==> config.mk <==
export PLATFORM = sky130hd
export DESIGN_NAME = flc_mode_ctrl
export DESIGN_NICKNAME = d
export VERILOG_FILES = /design/src/inc/flc_pkg.sv /design/src/hw/flc_pin_sync.sv /design/src/hw/flc_tick_gen.sv /design/src/hw/flc_mode_ctrl.sv
export VERILOG_INCLUDE_DIRS = /design/src /design/src/inc
export SDC_FILE = /design/constraint.sdc
export NUM_CORES = 1
export LEC_CHECK = 0
export ABC_CLOCK_PERIOD_IN_PS = 17800
export BUFFER_PORTS_ARGS = -buffer_cell sky130_fd_sc_hd__buf_2
export CORE_ASPECT_RATIO = 1.5
export CORE_MARGIN = 3
export CORE_UTILIZATION = 69
export CTS_CLUSTER_DIAMETER = 40
export DETAILED_ROUTE_END_ITERATION = 8
export PLACE_DENSITY = 0.87
export SETUP_SLACK_MARGIN = 0.15
export SLEW_MARGIN = 20
export SYNTH_ARGS = -nofsm -noshare
export SYNTH_HDL_FRONTEND = slang
export SYNTH_SLANG_ARGS = --single-unit
==> constraint.sdc <==
create_clock -name i_ref_clk -period 17.8 [get_ports i_ref_clk]
set_input_delay 3.56 -clock i_ref_clk [delete_from_list [all_inputs] [get_ports i_ref_clk]]
set_output_delay 3.56 -clock i_ref_clk [all_outputs]
set_load 0.1 [all_outputs]
==> src/inc/flc_defs.svh <==
// Offsets, field positions and timing counts of the flash mode controller.
// Assumes a 10 MHz reference clock; included by the package and design modules.
`ifndef FLC_DEFS_SVH
`define FLC_DEFS_SVH

`define FLC_CLK_NS 100
`define FLC_RAMP_STEP_NS 8000
`define FLC_RAMP_CYC (`FLC_RAMP_STEP_NS / `FLC_CLK_NS)
`define FLC_PWM_HZ 31500
`define FLC_PWM_CYC (1000000000 / (`FLC_PWM_HZ * `FLC_CLK_NS))
`define FLC_IDLE_MS 100
`define FLC_IDLE_CYC (`FLC_IDLE_MS * 1000000 / `FLC_CLK_NS)
`define FLC_FTO_STEP_US 2000
`define FLC_FTO_CYC (`FLC_FTO_STEP_US * 1000 / `FLC_CLK_NS)
`define FLC_NPINS 7

`define FLC_ADDR_CUR1 4'h0
`define FLC_ADDR_CUR2 4'h1
`define FLC_ADDR_TXM 4'h2
`define FLC_ADDR_LOWV 4'h3
`define FLC_ADDR_FTO 4'h4
`define FLC_ADDR_CTRL 4'h5
`define FLC_ADDR_PWM 4'h6
`define FLC_ADDR_FAULT 4'h7
`define FLC_ADDR_ACTUAL 4'h8
`define FLC_ADDR_MIN 4'h9
`define FLC_ADDR_STATUS 4'hA

`define FLC_LOWV_SD_BIT 0
`define FLC_LOWV_BAL_BIT 1
`define FLC_CTRL_MODE_LSB 0
`define FLC_CTRL_TORCH_LSB 2
`define FLC_CTRL_OUT_BIT 4
`define FLC_CTRL_STRB_BIT 5
`define FLC_CTRL_STYPE_BIT 6

`define FLC_MODE_OFF 2'h0
`define FLC_MODE_IND 2'h1
`define FLC_MODE_ASSIST 2'h2
`define FLC_MODE_FLASH 2'h3
`define FLC_EXT_TXMASK 2'h1
`define FLC_EXT_TORCH 2'h2
`define FLC_CAP7 8'h7F
`define FLC_CAP6 8'h3F
`define FLC_BAL_MUL 16'h0019

`endif

==> src/inc/flc_pkg.sv <==
// Types shared by the flash mode controller modules.
// Assumes flc_defs.svh is on the include path.
`include "flc_defs.svh"
package flc_pkg;
   typedef enum logic [2:0] {
      ST_STANDBY = 3'b000,
      ST_TORCH = 3'b001,
      ST_IND = 3'b010,
      ST_ASSIST = 3'b011,
      ST_FL_WAIT = 3'b100,
      ST_FLASH = 3'b101,
      ST_FL_DONE = 3'b110
   } flc_mode_t;

   typedef struct packed {
      logic scl;
      logic torch;
      logic strobe;
      logic vlow;
      logic vrun;
      logic bal_up;
      logic bal_dn;
   } flc_pins_t;

   typedef struct packed {
      logic [7:0] cur1;
      logic [7:0] cur2;
      logic [7:0] txm_cur;
      logic [7:0] fto;
      logic load_bal;
      logic lowv_sd;
      logic strobe_type;
      logic strobe_on;
      logic out_on;
      logic [1:0] ext_torch;
      logic [1:0] mode_sel;
      logic [3:0] duty;
      logic flt_txm;
      logic flt_uv;
      logic flt_to;
      logic [7:0] actual;
      logic [7:0] min_cur;
   } flc_regs_t;
endpackage : flc_pkg

==> src/hw/flc_pin_sync.sv <==
// Three-stage synchroniser for the asynchronous pins of the flash controller.
// Assumes all inputs are foreign to i_ref_clk; output is a clean level.
`timescale 1ns/1ps
`include "flc_defs.svh"
module flc_pin_sync (
   input wire logic i_ref_clk,
   input wire logic i_rst_n,
   input wire flc_pkg::flc_pins_t i_pins,
   output flc_pkg::flc_pins_t o_pins
);
   import flc_pkg::*;

   typedef struct packed {
      logic [`FLC_NPINS-1:0] s1;
      logic [`FLC_NPINS-1:0] s2;
      logic [`FLC_NPINS-1:0] s3;
      logic [`FLC_NPINS-1:0] q;
   } flc_sync_t;

   flc_sync_t s_reg;
   flc_sync_t s_next;
   logic [`FLC_NPINS-1:0] q_next;

   // A change counts only once the second and third stage agree
   genvar gi;
   generate
      for (gi = 0; gi < `FLC_NPINS; gi++) begin : g_bit
         assign q_next[gi] = (s_reg.s2[gi] == s_reg.s3[gi]) ? s_reg.s3[gi] : s_reg.q[gi];
      end
   endgenerate

   always_comb begin
      s_next = s_reg;
      s_next.s1 = i_pins;
      s_next.s2 = s_reg.s1;
      s_next.s3 = s_reg.s2;
      s_next.q = q_next;
   end

   always_ff @(posedge i_ref_clk or negedge i_rst_n) begin
      if (!i_rst_n) begin
         s_reg <= '0;
      end else begin
         s_reg <= s_next;
      end
   end

   assign o_pins = s_reg.q;
endmodule : flc_pin_sync

==> src/hw/flc_tick_gen.sv <==
// Rate dividers: 8 us ramp step, flash timeout unit and 31.5 kHz PWM gate.
// Assumes the 10 MHz reference clock; outputs are one-cycle enables or a level.
`timescale 1ns/1ps
`include "flc_defs.svh"
module flc_tick_gen #(
   parameter int unsigned FTO_CYC = `FLC_FTO_CYC
) (
   input wire logic i_ref_clk,
   input wire logic i_rst_n,
   input wire logic [3:0] i_duty,
   output logic o_tick_ramp,
   output logic o_tick_fto,
   output logic o_pwm_on
);
   import flc_pkg::*;

   typedef struct packed {
      logic [6:0] ramp_cnt;
      logic [15:0] fto_cnt;
      logic [8:0] pwm_cnt;
      logic tick_ramp;
      logic tick_fto;
      logic pwm_on;
   } flc_tick_t;

   flc_tick_t t_reg;
   flc_tick_t t_next;
   logic [13:0] duty_thr;

   always_comb begin
      t_next = t_reg;
      duty_thr = 14'((14'(i_duty) + 14'h0001) * 14'(`FLC_PWM_CYC));
      t_next.tick_ramp = (t_reg.ramp_cnt == 7'(`FLC_RAMP_CYC - 1));
      t_next.ramp_cnt = t_next.tick_ramp ? 7'h00 : t_reg.ramp_cnt + 7'h01;
      t_next.tick_fto = (t_reg.fto_cnt == 16'(FTO_CYC - 1));
      t_next.fto_cnt = t_next.tick_fto ? 16'h0000 : t_reg.fto_cnt + 16'h0001;
      t_next.pwm_cnt = (t_reg.pwm_cnt == 9'(`FLC_PWM_CYC - 1)) ? 9'h000 : t_reg.pwm_cnt + 9'h001;
      // Duty is (n+1)/16 of the PWM period
      t_next.pwm_on = ({1'b0, t_reg.pwm_cnt, 4'h0} < duty_thr);
   end

   always_ff @(posedge i_ref_clk or negedge i_rst_n) begin
      if (!i_rst_n) begin
         t_reg <= '0;
      end else begin
         t_reg <= t_next;
      end
   end

   assign o_tick_ramp = t_reg.tick_ramp;
   assign o_tick_fto = t_reg.tick_fto;
   assign o_pwm_on = t_reg.pwm_on;
endmodule : flc_tick_gen

==> src/hw/flc_mode_ctrl.sv <==
// Mode and current control of a two-sink LED flash driver.
// Assumes analog comparators for battery level, and a host on a plain register port.
// Notes on behaviour
// - Clock line low for idle interval in active mode resets all registers, no current.
// - Standby with zero current when disabled and no external torch request.
// - Mode 00, torch config 10, torch pin high gives external torch mode.
// - Assist and torch use only bits 6..0 of each current setting.
// - Indicator uses bits 5..0, gated by 31.5 kHz PWM with programmed duty.
// - Flash starts at once, or on rising strobe (edge type) or high strobe (level type); timeout register sets duration.
// - Level strobe flash drives current only while strobe pin is high.
// - Level strobe flash ends when timeout expires even with strobe high.
// - Mask config 01 and mask pin high lower flash to mask current.
// - Low battery before flash suppresses or reduces it and flags undervoltage.
// - Low battery during flash steps current down or halts ramp, flags undervoltage.
// - Low battery reduction moves one current step every 8 us.
// - Applied flash current is readable while the flash runs.
// - Lowest current reached during a flash stays readable afterwards.
// - Load balancing may shift each sink current by up to ten percent.
// - Reading the fault register clears all fault bits.
// - Timer runs with each flash; overlong flash is stopped, and flagged unless it is an edge strobe flash.
// - Mask pin high during flash with mask reduction on sets mask fault.
//
// Our own choices: the address map and the plain strobed port.
`timescale 1ns/1ps
`include "flc_defs.svh"
module flc_mode_ctrl #(
   parameter int unsigned IDLE_CYC = `FLC_IDLE_CYC,
   parameter int unsigned FTO_CYC = `FLC_FTO_CYC
) (
   input wire logic i_ref_clk,
   input wire logic i_rst_n,
   input wire logic [3:0] i_addr,
   input wire logic [7:0] i_wdata,
   input wire logic i_wr,
   input wire logic i_rd,
   output logic [7:0] o_rdata,
   input wire logic i_scl,
   input wire logic i_torch,
   input wire logic i_strobe,
   input wire logic i_vin_below_low,
   input wire logic i_vin_below_run,
   input wire logic i_bal_up,
   input wire logic i_bal_down,
   output logic [7:0] o_sink1_code,
   output logic [7:0] o_sink2_code,
   output logic o_sink_en,
   output flc_pkg::flc_mode_t o_mode
);
   import flc_pkg::*;

   typedef struct packed {
      flc_regs_t r;
      flc_mode_t st;
      logic ramping;
      logic use_txm;
      logic [8:0] tmr;
      logic [19:0] idle;
      logic strb_prev;
      logic [7:0] rdata;
      logic [7:0] sink1;
      logic [7:0] sink2;
      logic sink_en;
   } flc_state_t;

   localparam logic [19:0] IDLE_LAST = 20'(IDLE_CYC - 1);

   flc_state_t s;
   flc_state_t n;
   flc_pins_t p;
   logic tick_ramp;
   logic tick_fto;
   logic pwm_on;
   logic active;
   logic idle_fire;
   logic flash_sel;
   logic torch_on;
   logic txm_act;
   logic expired;
   logic go;
   logic [7:0] tgt;
   logic [7:0] set_max;

   flc_pin_sync u_sync (
      .i_ref_clk(i_ref_clk),
      .i_rst_n(i_rst_n),
      .i_pins({i_scl, i_torch, i_strobe, i_vin_below_low, i_vin_below_run, i_bal_up,
               i_bal_down}),
      .o_pins(p)
   );

   flc_tick_gen #(.FTO_CYC(FTO_CYC)) u_tick (
      .i_ref_clk(i_ref_clk),
      .i_rst_n(i_rst_n),
      .i_duty(s.r.duty),
      .o_tick_ramp(tick_ramp),
      .o_tick_fto(tick_fto),
      .o_pwm_on(pwm_on)
   );

   // Trim of about 9.8 percent toward or away from a sink
   function automatic logic [7:0] bal_trim(input logic [7:0] code, input logic up,
                                           input logic dn);
      logic [15:0] trim;
      logic [8:0] sum;
      trim = (16'(code) * `FLC_BAL_MUL) >> 8;
      sum = {1'b0, code};
      if (up) begin
         sum = sum + 9'(trim);
      end else if (dn) begin
         sum = sum - 9'(trim);
      end
      bal_trim = sum[8] ? 8'hFF : sum[7:0];
   endfunction : bal_trim

   assign active = s.r.out_on && (s.r.mode_sel != `FLC_MODE_OFF);
   assign idle_fire = active && !p.scl && (s.idle == IDLE_LAST);
   assign flash_sel = s.r.out_on && (s.r.mode_sel == `FLC_MODE_FLASH);
   assign torch_on = (s.r.mode_sel == `FLC_MODE_OFF) && (s.r.ext_torch == `FLC_EXT_TORCH)
                     && p.torch;
   assign txm_act = (s.r.ext_torch == `FLC_EXT_TXMASK) && p.torch;
   assign expired = (s.tmr > {1'b0, s.r.fto});
   assign set_max = (s.r.cur1 > s.r.cur2) ? s.r.cur1 : s.r.cur2;

   always_comb begin
      n = s;
      go = 1'b0;
      tgt = (s.use_txm || txm_act) ? s.r.txm_cur : set_max;
      n.strb_prev = p.strobe;
      n.rdata = 8'h00;

      if (i_rd) begin
         case (i_addr)
            `FLC_ADDR_CUR1: n.rdata = s.r.cur1;
            `FLC_ADDR_CUR2: n.rdata = s.r.cur2;
            `FLC_ADDR_TXM: n.rdata = s.r.txm_cur;
            `FLC_ADDR_LOWV: n.rdata = {6'h00, s.r.load_bal, s.r.lowv_sd};
            `FLC_ADDR_FTO: n.rdata = s.r.fto;
            `FLC_ADDR_CTRL: n.rdata = {1'b0, s.r.strobe_type, s.r.strobe_on, s.r.out_on,
                                       s.r.ext_torch, s.r.mode_sel};
            `FLC_ADDR_PWM: n.rdata = {4'h0, s.r.duty};
            `FLC_ADDR_FAULT: begin
               n.rdata = {5'h00, s.r.flt_txm, s.r.flt_uv, s.r.flt_to};
               n.r.flt_txm = 1'b0;
               n.r.flt_uv = 1'b0;
               n.r.flt_to = 1'b0;
            end
            `FLC_ADDR_ACTUAL: n.rdata = s.r.actual;
            `FLC_ADDR_MIN: n.rdata = s.r.min_cur;
            `FLC_ADDR_STATUS: n.rdata = {5'h00, s.st};
            default: n.rdata = 8'h00;
         endcase
      end

      if (i_wr) begin
         case (i_addr)
            `FLC_ADDR_CUR1: n.r.cur1 = i_wdata;
            `FLC_ADDR_CUR2: n.r.cur2 = i_wdata;
            `FLC_ADDR_TXM: n.r.txm_cur = i_wdata;
            `FLC_ADDR_LOWV: begin
               n.r.lowv_sd = i_wdata[`FLC_LOWV_SD_BIT];
               n.r.load_bal = i_wdata[`FLC_LOWV_BAL_BIT];
            end
            `FLC_ADDR_FTO: n.r.fto = i_wdata;
            `FLC_ADDR_CTRL: begin
               n.r.mode_sel = i_wdata[`FLC_CTRL_MODE_LSB +: 2];
               n.r.ext_torch = i_wdata[`FLC_CTRL_TORCH_LSB +: 2];
               n.r.out_on = i_wdata[`FLC_CTRL_OUT_BIT];
               n.r.strobe_on = i_wdata[`FLC_CTRL_STRB_BIT];
               n.r.strobe_type = i_wdata[`FLC_CTRL_STYPE_BIT];
            end
            `FLC_ADDR_PWM: n.r.duty = i_wdata[3:0];
            default: ;
         endcase
      end

      // Mode selection; flash states hold until flash mode is left
      if (!flash_sel) begin
         if (torch_on) begin
            n.st = ST_TORCH;
         end else if (s.r.out_on && s.r.mode_sel == `FLC_MODE_IND) begin
            n.st = ST_IND;
         end else if (s.r.out_on && s.r.mode_sel == `FLC_MODE_ASSIST) begin
            n.st = ST_ASSIST;
         end else begin
            n.st = ST_STANDBY;
         end
      end else begin
         case (s.st)
            ST_FL_WAIT: begin
               go = s.r.strobe_type ? p.strobe : (p.strobe && !s.strb_prev);
            end
            ST_FLASH: begin
               if (expired) begin
                  n.st = ST_FL_DONE;
                  n.r.out_on = 1'b0;
                  n.r.mode_sel = `FLC_MODE_OFF;
                  n.r.ext_torch = 2'h0;
                  if (!s.r.strobe_on || s.r.strobe_type) begin
                     n.r.flt_to = 1'b1;
                  end
               end else if (s.r.strobe_on && s.r.strobe_type && !p.strobe) begin
                  n.st = ST_FL_WAIT;
               end
            end
            ST_FL_DONE: ;
            default: begin
               if (s.r.strobe_on) begin
                  n.st = ST_FL_WAIT;
               end else begin
                  go = 1'b1;
               end
            end
         endcase
      end

      if (go) begin
         n.st = ST_FLASH;
         n.tmr = 9'h000;
         n.ramping = 1'b1;
         n.use_txm = 1'b0;
         n.r.actual = 8'h00;
         n.r.min_cur = 8'hFF;
         if (p.vlow) begin
            n.r.flt_uv = 1'b1;
            if (s.r.lowv_sd) begin
               n.st = ST_FL_DONE;
            end else begin
               n.use_txm = 1'b1;
            end
         end
      end

      if (s.st == ST_FLASH) begin
         if (txm_act) begin
            n.r.flt_txm = 1'b1;
         end
         if (p.vrun) begin
            n.r.flt_uv = 1'b1;
         end
         if (tick_fto && !expired) begin
            n.tmr = s.tmr + 9'h001;
         end
         if (s.r.actual > tgt) begin
            n.r.actual = tgt;
         end else if (tick_ramp) begin
            if (p.vrun) begin
               if (s.ramping) begin
                  n.ramping = 1'b0;
               end else if (s.r.actual != 8'h00) begin
                  n.r.actual = s.r.actual - 8'h01;
               end
            end else if (s.ramping) begin
               if (s.r.actual < tgt) begin
                  n.r.actual = s.r.actual + 8'h01;
               end else begin
                  n.ramping = 1'b0;
               end
            end
         end
         // Lowest settled level, also taken when the flash ends mid-ramp
         if ((!s.ramping || n.st != ST_FLASH) && s.r.actual < s.r.min_cur) begin
            n.r.min_cur = s.r.actual;
         end
      end

      if (!active || p.scl) begin
         n.idle = 20'h00000;
      end else if (s.idle != IDLE_LAST) begin
         n.idle = s.idle + 20'h00001;
      end
      if (idle_fire) begin
         n = '0;
      end

      unique case (n.st)
         ST_TORCH, ST_ASSIST: begin
            n.sink1 = n.r.cur1 & `FLC_CAP7;
            n.sink2 = n.r.cur2 & `FLC_CAP7;
            n.sink_en = 1'b1;
         end
         ST_IND: begin
            n.sink1 = n.r.cur1 & `FLC_CAP6;
            n.sink2 = n.r.cur2 & `FLC_CAP6;
            n.sink_en = pwm_on;
         end
         ST_FLASH: begin
            n.sink1 = (n.r.cur1 < n.r.actual) ? n.r.cur1 : n.r.actual;
            n.sink2 = (n.r.cur2 < n.r.actual) ? n.r.cur2 : n.r.actual;
            n.sink_en = 1'b1;
         end
         default: begin
            n.sink1 = 8'h00;
            n.sink2 = 8'h00;
            n.sink_en = 1'b0;
         end
      endcase
      if (n.r.load_bal && n.sink_en) begin
         n.sink1 = bal_trim(n.sink1, p.bal_up, p.bal_dn);
         n.sink2 = bal_trim(n.sink2, p.bal_dn, p.bal_up);
      end
   end

   always_ff @(posedge i_ref_clk or negedge i_rst_n) begin
      if (!i_rst_n) begin
         s <= '0;
      end else begin
         s <= n;
      end
   end

   assign o_rdata = s.rdata;
   assign o_sink1_code = s.sink1;
   assign o_sink2_code = s.sink2;
   assign o_sink_en = s.sink_en;
   assign o_mode = s.st;
endmodule : flc_mode_ctrl

==> summary.txt <==
Status
  – Status: complete, no violations

Clock tree
  – Clock tree from TritonCTS: yes
  – Deepest clock path buffer count: 2
  – Skew-Pair Late Insertion Delay: 450 ps
  – Number of CTS-inserted buffers: 17
  – Post-cts gate resize count: 0
  – Post-CTS repair timing setup buffer count: 0
  – Number of buffers added to fix hold violations after cts: 0
  – TritonCTS Sinks: 187
  – Cell at the root of the clock tree: sky130_fd_sc_hd__clkbuf_16
  – Clock-pin transition on the worst setup and hold timing paths: about 70 ps
  – CTS H-Tree Depth: 4

Finish
  – Filler instances: 1455
  – Number of flip-flops in the largest register: 96
  – Diode count: 0
  – Net count, final: 1775
  – Layout overhead on the synthesized area: 5.30%
  – Share of cells above drive strength 1: under 10%
  – Area taken by flip-flops and latches: 0.00468 sq mm
  – Multi-input combinational cell area: about 0.0087 sq mm

STA
  – Worst slew margin relative to its limit: about 29%
  – Max-slew violation total from the final report: 0
  – Setup repair after global routing missed its margin: no
  – Post-route clock period utilization: 69.2%
  – Actual slew at the worst max-slew pin: 1060 ps
  – Final setup violation count: 0
  – Post-route setup slack: 5490 ps
  – Skew final: ~14 ps
  – Achievable clock frequency: 0.0812 GHz
  – Final critical-path required period: approximately 12000 ps
  – Setup tns final: 0 ps
  – Number of hold violations in the final report: 0

Synth
  – Asr flop ratio synth: 100%
  – Number of distinct standard cells referenced by the synthesized netlist: 100
  – Average cell area after synthesis: 9.08 sq um
  – Total standard cell area after synthesis: 0.0142 sq mm
  – Number of register bits inferred by synthesis: 187
  – Number of nets produced by synthesis: around 1800
  – Warnings from Yosys: 0
  – Proportion of synthesized chip area in sequential cells: 32.9%
  – Predominant post-synthesis flop cell: sky130_fd_sc_hd__dfrtp_1
  – Cells after synthesis: 1567
  – Post-synth EDFFs: 0

Flow run
  – Max-capacitance violation count: 0

Die
  – Floorplan die area: roughly 0.022 sq mm
  – Core outline area: 0.0200 sq mm
  – Die boundary height: approximately 180 um
  – I/O pin total: 51
  – Effective utilization at floorplan: 71.1%
  – Die width: 123 um
  – Count of standard-cell rows: 63

Placement
  – Detailed placement HPWL: ~28000 um
  – Global placement routability congestion: 0.980
  – Worst slack after detailed placement: between 5000 and 6000 ps
  – Count of buffers inserted at the top-level ports: 50

Routing
  – Routed WL per cell: between 15 and 20 um
  – Residual antenna-violating net count after detailed routing: 0
  – 1st-pass router iterations: 5
  – Final routed wirelength across all metal layers: 36700 um
  – Drc violations: 0
  – Total vias in the final route: approximately 12000
  – Vias per Instance: 6.51
  – Initial DRC Count: 803

Global routing
  – Remaining global-route overflow: 0
  – Global-route wire length before repair: 59900 um
  – Global-route total usage across every layer: 33.7%
  – Maximum number of pins on one net before global-route repair: 119
  – Antenna violations before repair: 0
  – Number of global-route vias before repair: 11900

Pwr
  – Internal: 1060 uW
  – Leakage dissipation: 0.00724 uW
  – Share of total power consumed by net switching: 46.3%
  – Maximum ir drop on the vdd rail: 0.110 mV
  – Power spent charging and discharging nets: about 910 uW
  – Total power: 1970 uW
  – Logic pwr share: about 54%
  – Sequential fraction of design power: 28.2%
  – Proportion of power drawn by the clock network: 17.8%
  – Cell area power density: 132 mW/mm^2

Setup path
  – Data required time at the worst endpoint: 18140 ps
  – Most used cell along the critical path: sky130_fd_sc_hd__inv_1
  – Worst EP arrival: 12650 ps
  – Slowest cell on crit path: sky130_fd_sc_hd__a211oi_1
  – Kind of launch point of the worst setup path: flop
  – Worst-path fanout max: 10
  – Type of destination of the critical path: flop
  – Largest stage delay on the critical path: approximately 670 ps
  – Start-to-end type of the worst setup path: reg -> reg

Min path
  – Class of the tightest hold or removal check: reg -> reg
==> placed cells by master, fill, tap and decap left out, types with 12 or more instances in the layout <==
cell / instances
sky130_fd_sc_hd__inv_1: 123
sky130_fd_sc_hd__ha_1: 167
sky130_fd_sc_hd__nand3_1: 50
sky130_fd_sc_hd__o21ai_0: 54
sky130_fd_sc_hd__nor2b_1: 37
sky130_fd_sc_hd__mux2i_1: 61
sky130_fd_sc_hd__and3_1: 16
sky130_fd_sc_hd__a31oi_1: 12
sky130_fd_sc_hd__nand2_1: 94
sky130_fd_sc_hd__a21o_1: 19
sky130_fd_sc_hd__a21oi_1: 92
sky130_fd_sc_hd__nand4_1: 24
sky130_fd_sc_hd__xor2_1: 29
sky130_fd_sc_hd__clkbuf_16: 17
sky130_fd_sc_hd__xnor2_1: 42
sky130_fd_sc_hd__nor3_1: 42
sky130_fd_sc_hd__fa_1: 15
sky130_fd_sc_hd__buf_2: 49
sky130_fd_sc_hd__nor2_1: 173
sky130_fd_sc_hd__dfrtp_1: 187
sky130_fd_sc_hd__nand2b_1: 18
sky130_fd_sc_hd__nor3b_1: 13
==> layer usage <==
layer	global-route usage, %	routed length (um)	up-vias
li1	-	-	5518
met1	39.6	13800	5771
met2	55.8	17800	537
met3	5.67	2220	167
met4	22.4	2780	0
met5	0	0	-
==> cells by family (layout without fill, tap and decap cells) <==
logic type | count (synthesis) | after routing | synth area share (%)
simple gates | 526 | 526 | 18.5
buf+inv | 201 | 215 | 6.37
fa+ha+maj | 189 | 189 | 17.3
flops | 187 | 187 | 32.9
compound gates | 321 | 321 | 15.4
mux | 71 | 71 | 5.16
xor+xnor | 72 | 72 | 4.48
==> area by class of cell <==
| class | count | share of cell area [%] |
|---|---|---|
| clock inverter | 11 | 0.584 |
| tap | 260 | 2.17 |
| clock buffer | 19 | 2.89 |
| sequential | 187 | 31.2 |
| multi-input combinational | 1179 | 57.8 |
| timing repair buffer | 61 | 2.28 |
| inverter | 124 | 3.11 |
==> worst max-delay path: cells and delay by family, from the launching register on <==
family	cells	cell delay, ps
adders and majority gates	7	2480
buffers and inverters	7	770
DFF	1	450
xor gates and xnor gates	1	200
and+or+nand+nor	12	2100
muxes	2	660
AOI/OAI and AO/OA	22	5540
==> synthesized netlist by cell type, types with 12 or more instances <==
cell type / n / area share, %
sky130_fd_sc_hd__and3_1: 16 / 0.70
sky130_fd_sc_hd__nor3b_1: 13 / 0.69
sky130_fd_sc_hd__nor3_1: 42 / 1.5
sky130_fd_sc_hd__fa_1: 15 / 2.1
sky130_fd_sc_hd__xnor2_1: 42 / 2.6
sky130_fd_sc_hd__o21ai_0: 54 / 1.9
sky130_fd_sc_hd__nand2b_1: 18 / 0.79
sky130_fd_sc_hd__nand3_1: 50 / 1.8
sky130_fd_sc_hd__ha_1: 167 / 15
sky130_fd_sc_hd__nand2_1: 94 / 2.5
sky130_fd_sc_hd__nor2_1: 173 / 4.6
sky130_fd_sc_hd__xor2_1: 29 / 1.8
sky130_fd_sc_hd__nor2b_1: 37 / 1.6
sky130_fd_sc_hd__nand4_1: 24 / 1.1
sky130_fd_sc_hd__a21o_1: 19 / 1.0
sky130_fd_sc_hd__buf_4: 28 / 1.5
sky130_fd_sc_hd__a31oi_1: 12 / 0.53
sky130_fd_sc_hd__clkbuf_1: 28 / 0.74
sky130_fd_sc_hd__a21oi_1: 92 / 3.2
sky130_fd_sc_hd__mux2i_1: 61 / 4.3
sky130_fd_sc_hd__inv_1: 123 / 3.2
sky130_fd_sc_hd__dfrtp_1: 187 / 33
==> power groups by stage <==
stage / clock (uW) / sequential, uW / combinational [uW]
after global routing: 372 / 560 / 1200
after floorplan: 0 / 532 / 850
final: 352 / 556 / 1070
after detailed placement: 0 / 559 / 1050
after CTS: 354 / 552 / 1060
after global placement: 0 / 559 / 1000
==> through the flow <==
stage	hold slack (ps)	utilization, %	instance area (sq um)	cells
finish	352	74.9	15000	1841
global route	363	74.9	15000	1841
CTS	353	74.9	15000	1841
detailed placement	337	72.3	14500	1811
global placement	334	72.3	14500	1811
floorplan	331	-	14200	1567
==> worst paths after layout <==
| path | from | slack (ps) | depth (start not counted) | endpoint |
|---|---|---|---|---|
| worst max-delay path | s[109] | 5490 | 51 | o_sink1_code[7] |
| worst min-delay path | u_sync.s_next[16] | 350 | 0 | u_sync.s_next[9] |
| worst max register to register | s[109] | 5490 | 51 | o_sink1_code[7] |
| worst min register to register | u_sync.s_next[16] | 350 | 0 | u_sync.s_next[9] |
| max in group asynchronous | i_rst_n | 13140 | 2 | o_sink1_code[0] |
| min in group asynchronous | i_rst_n | 3220 | 1 | u_tick.t_reg[3] |
Note: power is estimated with default switching activity, not from simulation.
